[src/hdl/pcxm_defines.vh]
// Constants for the configuration and I/O transaction proxy.
// Assumes inclusion by bare name from the design files.
`ifndef PCXM_DEFINES_VH
`define PCXM_DEFINES_VH

// ====================================================================
// Register byte offsets
`define PCXM_OFF_DATA      12'h000
`define PCXM_OFF_ADDR      12'h004
`define PCXM_OFF_CMD       12'h008
`define PCXM_OFF_MCFG      12'h00C
`define PCXM_OFF_CTRL      12'h010

// ====================================================================
// Command register fields
`define PCXM_CMD_READY     31
`define PCXM_CMD_BE_HI     7
`define PCXM_CMD_BE_LO     4
`define PCXM_CMD_TYPE      2
`define PCXM_CMD_RDWR      0
// Master configuration fields
`define PCXM_MCFG_CFGFL    10
`define PCXM_MCFG_IOFL     9
// Control register field
`define PCXM_CTRL_MEN      0

// ====================================================================
// Reset values
`define PCXM_RST_WORD      32'h0000_0000
`define PCXM_RST_BE        4'hF

// ====================================================================
// PCI command codes and timing
`define PCXM_PCI_IORD      4'h2
`define PCXM_PCI_IOWR      4'h3
`define PCXM_PCI_CFGRD     4'hA
`define PCXM_PCI_CFGWR     4'hB
`define PCXM_TIMEOUT_CYC   8'h40

`endif

[src/hdl/pcxm_sync.v]
// Two-flop synchroniser for a single level from outside the clock domain.
// Assumes hclk and an active-low asynchronous reset.
`timescale 1ns/1ps

module pcxm_sync (
  input  wire hclk,
  input  wire hresetn,
  input  wire d,
  output wire q
);

  reg meta_q;
  reg sync_q;

  always @(posedge hclk or negedge hresetn) begin
    if (!hresetn) begin
      meta_q <= 1'b0;
      sync_q <= 1'b0;
    end else begin
      meta_q <= d;
      sync_q <= meta_q;
    end
  end

  assign q = sync_q;

endmodule // pcxm_sync

[src/hdl/pcxm_proxy.v]
// AHB-Lite slave proxy that issues single PCI configuration or I/O cycles.
// Assumes a simple single-beat PCI master back end with a req/ack handshake.
//
// Implementation choices: register access over AHB-Lite and the register offsets.
`timescale 1ns/1ps
`include "pcxm_defines.vh"

// Summary of operation
// - A command register write launches a PCI transaction, or a control write enabling the master while one is held.
// - Full 32-bit address reaches all configuration and I/O space.
// - Data register supplies write data and holds returned read data.
// - Address register gives the address; low two bits dropped for configuration.
// - Command bit 31 reads one when a new command can be accepted.
// - Four-bit byte-lane field selects accessed bytes and transfer size.
// - Kind bit zero gives configuration, one gives I/O.
// - Direction bit zero gives write, one gives read.
// - Master disabled with configuration flush set discards pending configuration commands.
// - Master disabled with I/O flush set discards pending I/O; clear holds them.
module pcxm_proxy (
  input  wire        hclk,
  input  wire        hresetn,
  input  wire        hsel,
  input  wire [31:0] haddr,
  input  wire [1:0]  htrans,
  input  wire        hwrite,
  input  wire [2:0]  hsize,
  input  wire [31:0] hwdata,
  input  wire        hready,
  output wire [31:0] hrdata,
  output wire        hreadyout,
  output wire        hresp,
  output wire        pci_req,
  output wire [3:0]  pci_cmd,
  output wire [31:0] pci_addr,
  output wire [3:0]  pci_be_n,
  output wire [31:0] pci_wdata,
  input  wire        pci_ack,
  input  wire [31:0] pci_rdata
);

  // ==================================================================
  // States and bus decode
  localparam ST_IDLE = 2'b00;
  localparam ST_WAIT = 2'b01;
  localparam ST_DONE = 2'b10;

  function sel_reg;
    input [11:0] a;
    input [11:0] off;
    begin
      sel_reg = (a == off);
    end
  endfunction

  reg        wr_pend_q;
  reg [11:0] wr_addr_q;
  reg [31:0] hrdata_q;
  reg [31:0] data_q;
  reg [31:0] addr_q;
  reg [3:0]  be_q;
  reg        type_q;
  reg        rdwr_q;
  reg        ready_q;
  reg        cfg_flush_q;
  reg        io_flush_q;
  reg        men_q;
  reg [1:0]  state_q;
  reg        req_q;
  reg [3:0]  pcmd_q;
  reg [31:0] paddr_q;
  reg [3:0]  pbe_q;
  reg [31:0] pwdata_q;
  reg        ack_prev_q;
  reg        hreadyout_q;
  reg        hresp_q;
  wire       ack_s;
  reg [31:0] rd_mux;

  wire addr_phase = hsel && hready && htrans[1];
  wire rd_take    = addr_phase && !hwrite;
  wire cmd_wr     = wr_pend_q && sel_reg(wr_addr_q, `PCXM_OFF_CMD);
  wire flush_now  = !men_q && (type_q ? io_flush_q : cfg_flush_q);

  // The acknowledge comes from the PCI clock side, so it is synchronised and edge detected.
  pcxm_sync u_ack_sync (
    .hclk    (hclk),
    .hresetn (hresetn),
    .d       (pci_ack),
    .q       (ack_s)
  );
  wire ack_rise = ack_s && !ack_prev_q;

  // ==================================================================
  // Read mux
  always @* begin
    rd_mux = `PCXM_RST_WORD;
    case (haddr[11:0])
      `PCXM_OFF_DATA: rd_mux = data_q;
      `PCXM_OFF_ADDR: rd_mux = addr_q;
      `PCXM_OFF_CMD: begin
        rd_mux[`PCXM_CMD_READY] = ready_q;
        rd_mux[`PCXM_CMD_BE_HI:`PCXM_CMD_BE_LO] = be_q;
        rd_mux[`PCXM_CMD_TYPE] = type_q;
        rd_mux[`PCXM_CMD_RDWR] = rdwr_q;
      end
      `PCXM_OFF_MCFG: begin
        rd_mux[`PCXM_MCFG_CFGFL] = cfg_flush_q;
        rd_mux[`PCXM_MCFG_IOFL] = io_flush_q;
      end
      `PCXM_OFF_CTRL: rd_mux[`PCXM_CTRL_MEN] = men_q;
      default: rd_mux = `PCXM_RST_WORD;
    endcase
  end

  // ==================================================================
  // Bus slave and registers
  always @(posedge hclk or negedge hresetn) begin
    if (!hresetn) begin
      wr_pend_q   <= 1'b0;
      wr_addr_q   <= 12'h000;
      hrdata_q    <= `PCXM_RST_WORD;
      data_q      <= `PCXM_RST_WORD;
      addr_q      <= `PCXM_RST_WORD;
      be_q        <= `PCXM_RST_BE;
      type_q      <= 1'b0;
      rdwr_q      <= 1'b0;
      cfg_flush_q <= 1'b0;
      io_flush_q  <= 1'b0;
      men_q       <= 1'b0;
    end else begin
      wr_pend_q <= addr_phase && hwrite;
      if (addr_phase) begin
        wr_addr_q <= haddr[11:0];
      end
      if (rd_take) begin
        hrdata_q <= rd_mux;
      end
      if (wr_pend_q) begin
        if (sel_reg(wr_addr_q, `PCXM_OFF_DATA) && ready_q) begin
          data_q <= hwdata;
        end
        if (sel_reg(wr_addr_q, `PCXM_OFF_ADDR) && ready_q) begin
          addr_q <= hwdata;
        end
        if (cmd_wr && ready_q) begin
          be_q   <= hwdata[`PCXM_CMD_BE_HI:`PCXM_CMD_BE_LO];
          type_q <= hwdata[`PCXM_CMD_TYPE];
          rdwr_q <= hwdata[`PCXM_CMD_RDWR];
        end
        if (sel_reg(wr_addr_q, `PCXM_OFF_MCFG)) begin
          cfg_flush_q <= hwdata[`PCXM_MCFG_CFGFL];
          io_flush_q  <= hwdata[`PCXM_MCFG_IOFL];
        end
        if (sel_reg(wr_addr_q, `PCXM_OFF_CTRL)) begin
          men_q <= hwdata[`PCXM_CTRL_MEN];
        end
      end
      // Read data lands in the data register on the same edge that ready returns.
      if (state_q == ST_WAIT && ack_rise && rdwr_q) begin
        data_q <= pci_rdata;
      end
    end
  end

  // ==================================================================
  // Transaction sequencer
  always @(posedge hclk or negedge hresetn) begin
    if (!hresetn) begin
      state_q    <= ST_IDLE;
      ready_q    <= 1'b1;
      req_q      <= 1'b0;
      pcmd_q     <= 4'h0;
      paddr_q    <= `PCXM_RST_WORD;
      pbe_q      <= 4'hF;
      pwdata_q   <= `PCXM_RST_WORD;
      ack_prev_q <= 1'b0;
    end else begin
      ack_prev_q <= ack_s;
      case (state_q)
        ST_IDLE: begin
          if (cmd_wr && ready_q) begin
            ready_q <= 1'b0;
            state_q <= ST_DONE;
          end
        end
        ST_DONE: begin
          // Launch one cycle after the command lands so the fields are stable.
          if (flush_now) begin
            ready_q <= 1'b1;
            state_q <= ST_IDLE;
          end else if (men_q) begin
            req_q    <= 1'b1;
            pcmd_q   <= type_q ? (rdwr_q ? `PCXM_PCI_IORD : `PCXM_PCI_IOWR)
                               : (rdwr_q ? `PCXM_PCI_CFGRD : `PCXM_PCI_CFGWR);
            paddr_q  <= type_q ? addr_q : {addr_q[31:2], 2'b00};
            pbe_q    <= ~be_q;
            pwdata_q <= data_q;
            state_q  <= ST_WAIT;
          end
        end
        ST_WAIT: begin
          if (ack_rise) begin
            req_q   <= 1'b0;
            ready_q <= 1'b1;
            state_q <= ST_IDLE;
          end
        end
        default: state_q <= ST_IDLE;
      endcase
    end
  end

  // ==================================================================
  // Bus answer flops
  // The slave never stretches a transfer and never reports an error, but both answers come from flops.
  always @(posedge hclk or negedge hresetn) begin
    if (!hresetn) begin
      hreadyout_q <= 1'b1;
      hresp_q     <= 1'b0;
    end else begin
      hreadyout_q <= 1'b1;
      hresp_q     <= 1'b0;
    end
  end

  assign hrdata    = hrdata_q;
  assign hreadyout = hreadyout_q;
  assign hresp     = hresp_q;
  assign pci_req   = req_q;
  assign pci_cmd   = pcmd_q;
  assign pci_addr  = paddr_q;
  assign pci_be_n  = pbe_q;
  assign pci_wdata = pwdata_q;

endmodule // pcxm_proxy

[config.mk]
export PLATFORM = sky130hd
export DESIGN_NAME = pcxm_proxy
export DESIGN_NICKNAME = d
export VERILOG_FILES = /design/src/hdl/pcxm_sync.v /design/src/hdl/pcxm_proxy.v
export VERILOG_INCLUDE_DIRS = /design/src /design/src/hdl
export SDC_FILE = /design/constraint.sdc
export NUM_CORES = 1
export LEC_CHECK = 0
export ABC_AREA = 1
export BUFFER_PORTS_ARGS = -buffer_cell sky130_fd_sc_hd__clkbuf_2
export CORE_AREA = 4 4 133 135
export DETAILED_ROUTE_END_ITERATION = 8
export DIE_AREA = 0 0 137 139
export GPL_TIMING_DRIVEN = 0
export PLACE_DENSITY_LB_ADDON = 0.3
export SLEW_MARGIN = 25
export SYNTH_ARGS = -nofsm -noshare
export SYNTH_HDL_FRONTEND = slang
export SYNTH_SLANG_ARGS = --single-unit
export TNS_END_PERCENT = 1
[constraint.sdc]
create_clock -name hclk -period 2.15 [get_ports hclk]
set_input_delay 0.43 -clock hclk [delete_from_list [all_inputs] [get_ports hclk]]
set_output_delay 0.43 -clock hclk [all_outputs]
set_load 0.01 [all_outputs]
==> flow_summary.yaml <==
sta:
  finalCriticalPeriod_ns: 1.95
  setup_viol: 0
  final_max_slew_viol_count: 0
  max_freq_mhz: 513
  grt_setup_unrepaired: "false"
  setup_slack_ns: 0.202
  timing.slew.headroom: 0.584
  fin_crit_sh: 0.906
  final-hold-violation-count: 0
  holdWs_ns: 0.104
  fin_skew_ns: 0.00666
  worst_slew_pin_slew_ns: 0.624
power_and_ir_drop:
  p_sw_frac: 0.233
  power.switching_w: 0.00179
  p_leak_nw: 5.85
  power_frac_comb: 0.054
  vdd_drop_max_mv: 0.559
  power_frac_seq: 0.495
  power_frac_clock: 0.451
  cellPowerDensity_mw_per_mm2: 715
  p_int_w: 0.00590
worst_setup_path:
  worstSetupEndpointType: "flip-flop"
  cp.required_ns: 2.51
  reg2regPathDepth: 8
  cp-start-kind: "flip-flop"
  path_max_fanout: 10
  path_class: "flip-flop to flip-flop"
  arrival_ns: 2.31
  rrSetupSlack_ns: 0.20
routing:
  drcViolationCount: 0
  wl_microns: 24400
  antenna_left: 0
  dr.pass1.iters: 5
  viasPerCell: 5.24
  routedWlPerCell_microns: 16.7
  num_vias: 7660
  dr.first_iter.drc_count: 671
finish:
  antenna-diode-count: 0
  nNetsFinal: 1340
  drive_above_1_share: 0.271
  ff_latch_area_sq_mm: 0.00492
  syn_to_final_growth_pct: 21.8
  multi_input_area_sq_mm: 0.00318
  utilization: 0.654
  num-fill-cells: 1352
floorplanning:
  placementRows: 47
  die_y_microns: 139
  die_area_sq_mm: 0.0190
  chipWidth_microns: 137
  pin_count: 214
  initial_core_util: 0.537
  core_area_sq_mm: 0.0165
placement:
  dpl.hpwl_microns: 17800
  gp_congestion: 0.869
  io_buffers: 186
  dp_slack_ns: 0.154
global_route:
  antenna_found_initial: 0
  grt_first_pass_wirelength_microns: 39000
  grt_max_degree: 87
  track_usage: 0.261
  grt-ovfl-total: 0
  grt_pass1_vias: 7617
clocking:
  root_buffer: "clkbuf_16"
  clk_latency_ns: 0.43
  clk_pin_slew_worst_paths_ns: 0.07
  h-tree-depth: 4
  numCtsBuffers: 17
  cts_tree: "done"
  clock_path_buffers: 2
  numClockSinks: 196
  cts_setup_buffers: 0
synthesis:
  synthDominantCellAreaShare: 0.529
  syn_area_sq_mm: 0.00884
  ys_seq_area_frac: 0.556
  syn_inst: 1020
  synth-edff-count: 0
  yosysUniqueCellTypes: 30
  synthTopCellsByCount: "nand2_1 (275), dfrtp_1 (187), o21ai_0 (115)"
  synth_flop_cell: "dfrtp_1"
  synthTopCellsByArea: "dfrtp_1 (53%), nand2_1 (12%), o21ai_0 (6.5%)"
  yosysMostFrequentCell: "nand2_1"
  synthArstFlopShare: 1.00
  synth-seq-cells: 196
  syn_avg_cell_area_sq_um: 8.67
  ys_warn_count: 0
  synth_area_leader_cell: "dfrtp_1"
outcome:
  outcome: "complete, no violations"
flow_run:
  cap_violations: 0
worst_hold_path:
  worstHoldPathType: "primary input to flip-flop"
  hold_path_depth: 1
-- power by group through the flow --
stage               registers [W]  clock network, W  logic (W)
global placement          0.00388                 0   0.000393
finish                    0.00381           0.00347   0.000417
floorplan                 0.00387                 0   0.000186
CTS                       0.00381           0.00348   0.000422
detailed placement        0.00388                 0   0.000416
global route              0.00382           0.00364   0.000473
-- worst max-delay path: stages, from the launching register on --
cell and delay (ns):
dfrtp_1 0.40, inv_1 0.09, ha_1 0.23, nand3_2 0.24, clkbuf_1 0.51, nand2_1 0.08, o21ai_0 0.16, nand2_2 0.09
o21ai_2 0.06
-- layout make-up --
| class | instances | share of cell area |
|---|---|---|
| sequential | 196 | 0.457 |
| clock inverter | 14 | 0.0187 |
| clock buffer | 18 | 0.0408 |
| timing repair buffer | 189 | 0.0934 |
| tap | 220 | 0.0256 |
| multi-input combinational | 660 | 0.295 |
| inverter | 114 | 0.0398 |
| buffer | 51 | 0.0298 |
-- worst paths after layout --
| check | start | endpoint |
|---|---|---|
| worst max-delay path | state_q[1]$_DFFE_PN0P_ | data_q[31]$_DFFE_PN0P_ |
| worst min-delay path | pci_ack | u_ack_sync.meta_q$_DFF_PN0_ |
| worst max register to register | state_q[1]$_DFFE_PN0P_ | data_q[31]$_DFFE_PN0P_ |
| worst min register to register | u_ack_sync.meta_q$_DFF_PN0_ | u_ack_sync.q$_DFF_PN0_ |
| max in group asynchronous | hresetn | pci_be_n[2]$_DFFE_PN1P_ |
| min in group asynchronous | hresetn | wr_addr_q[7]$_DFFE_PN0P_ |
-- layout by cell type, fill, tap and decap left out, types with 2 or more instances in the layout --
master,count
nand2_1,275
dfrtp_1,187
clkbuf_2,185
o21ai_0,115
inv_1,113
nand3_1,76
nor2_1,52
a21oi_1,33
nand2_2,31
o21ai_2,21
clkbuf_1,20
o21ai_1,20
buf_2,18
clkbuf_16,17
dfstp_2,9
buf_4,7
mux2_2,7
nor2_2,6
nor2_4,6
buf_12,4
ha_1,4
bufinv_16,4
nand4_1,3
conb_1,3
clkinvlp_4,3
nand3_2,2
buf_6,2
clkinv_4,2
clkinv_2,2
clkbuf_8,2
inv_8,2
buf_16,2
-- through the flow --
stage | instances | area (sq um) | power (W) | setup TNS [ns]
after global routing | 1462 | 10800 | 0.00793 | 0
after CTS | 1462 | 10800 | 0.00771 | 0
after global placement | 1427 | 10000 | 0.00427 | -590.33
after detailed placement | 1429 | 10100 | 0.00429 | 0
final | 1462 | 10800 | 0.00769 | 0
after floorplan | 1021 | 8840 | 0.00405 | 0
-- state kept, by name, summed over array words and instances (netlist names), 2 cells and up --
register,count
addr_q,32
be_q,4
data_q,32
hrdata,32
pci_addr,32
pci_be_n,4
pci_cmd,3
pci_wdata,32
state_q,2
wr_addr_q,12
-- logic make-up after synthesis --
kind of cell             after synthesis  share of synthesized area
flip-flops                           196                      0.556
adder cells (fa/ha/maj)                4                    0.00566
multiplexers                           7                    0.00892
AND/OR/NAND/NOR                      456                      0.227
buffers and inverters                165                     0.0847
other                                  2                   0.000850
AO/OA/AOI/OAI                        190                      0.117
-- timing repair --
action,in CTS,in global routing
setup endpoints to repair,0,0
gates resized for setup,0,0
hold buffers,1,0
endpoints found under the hold margin,31,0
-- layer usage --
layer / wire [microns] / vias up / track usage
met5: 0 / - / 0
met4: 715 / 0 / 0.103
met3: 1860 / 45 / 0.0450
met2: 11200 / 306 / 0.404
met1: 10600 / 3662 / 0.368
li1: - / 3647 / -
No activity file was read; power rests on OpenSTA's default activity.
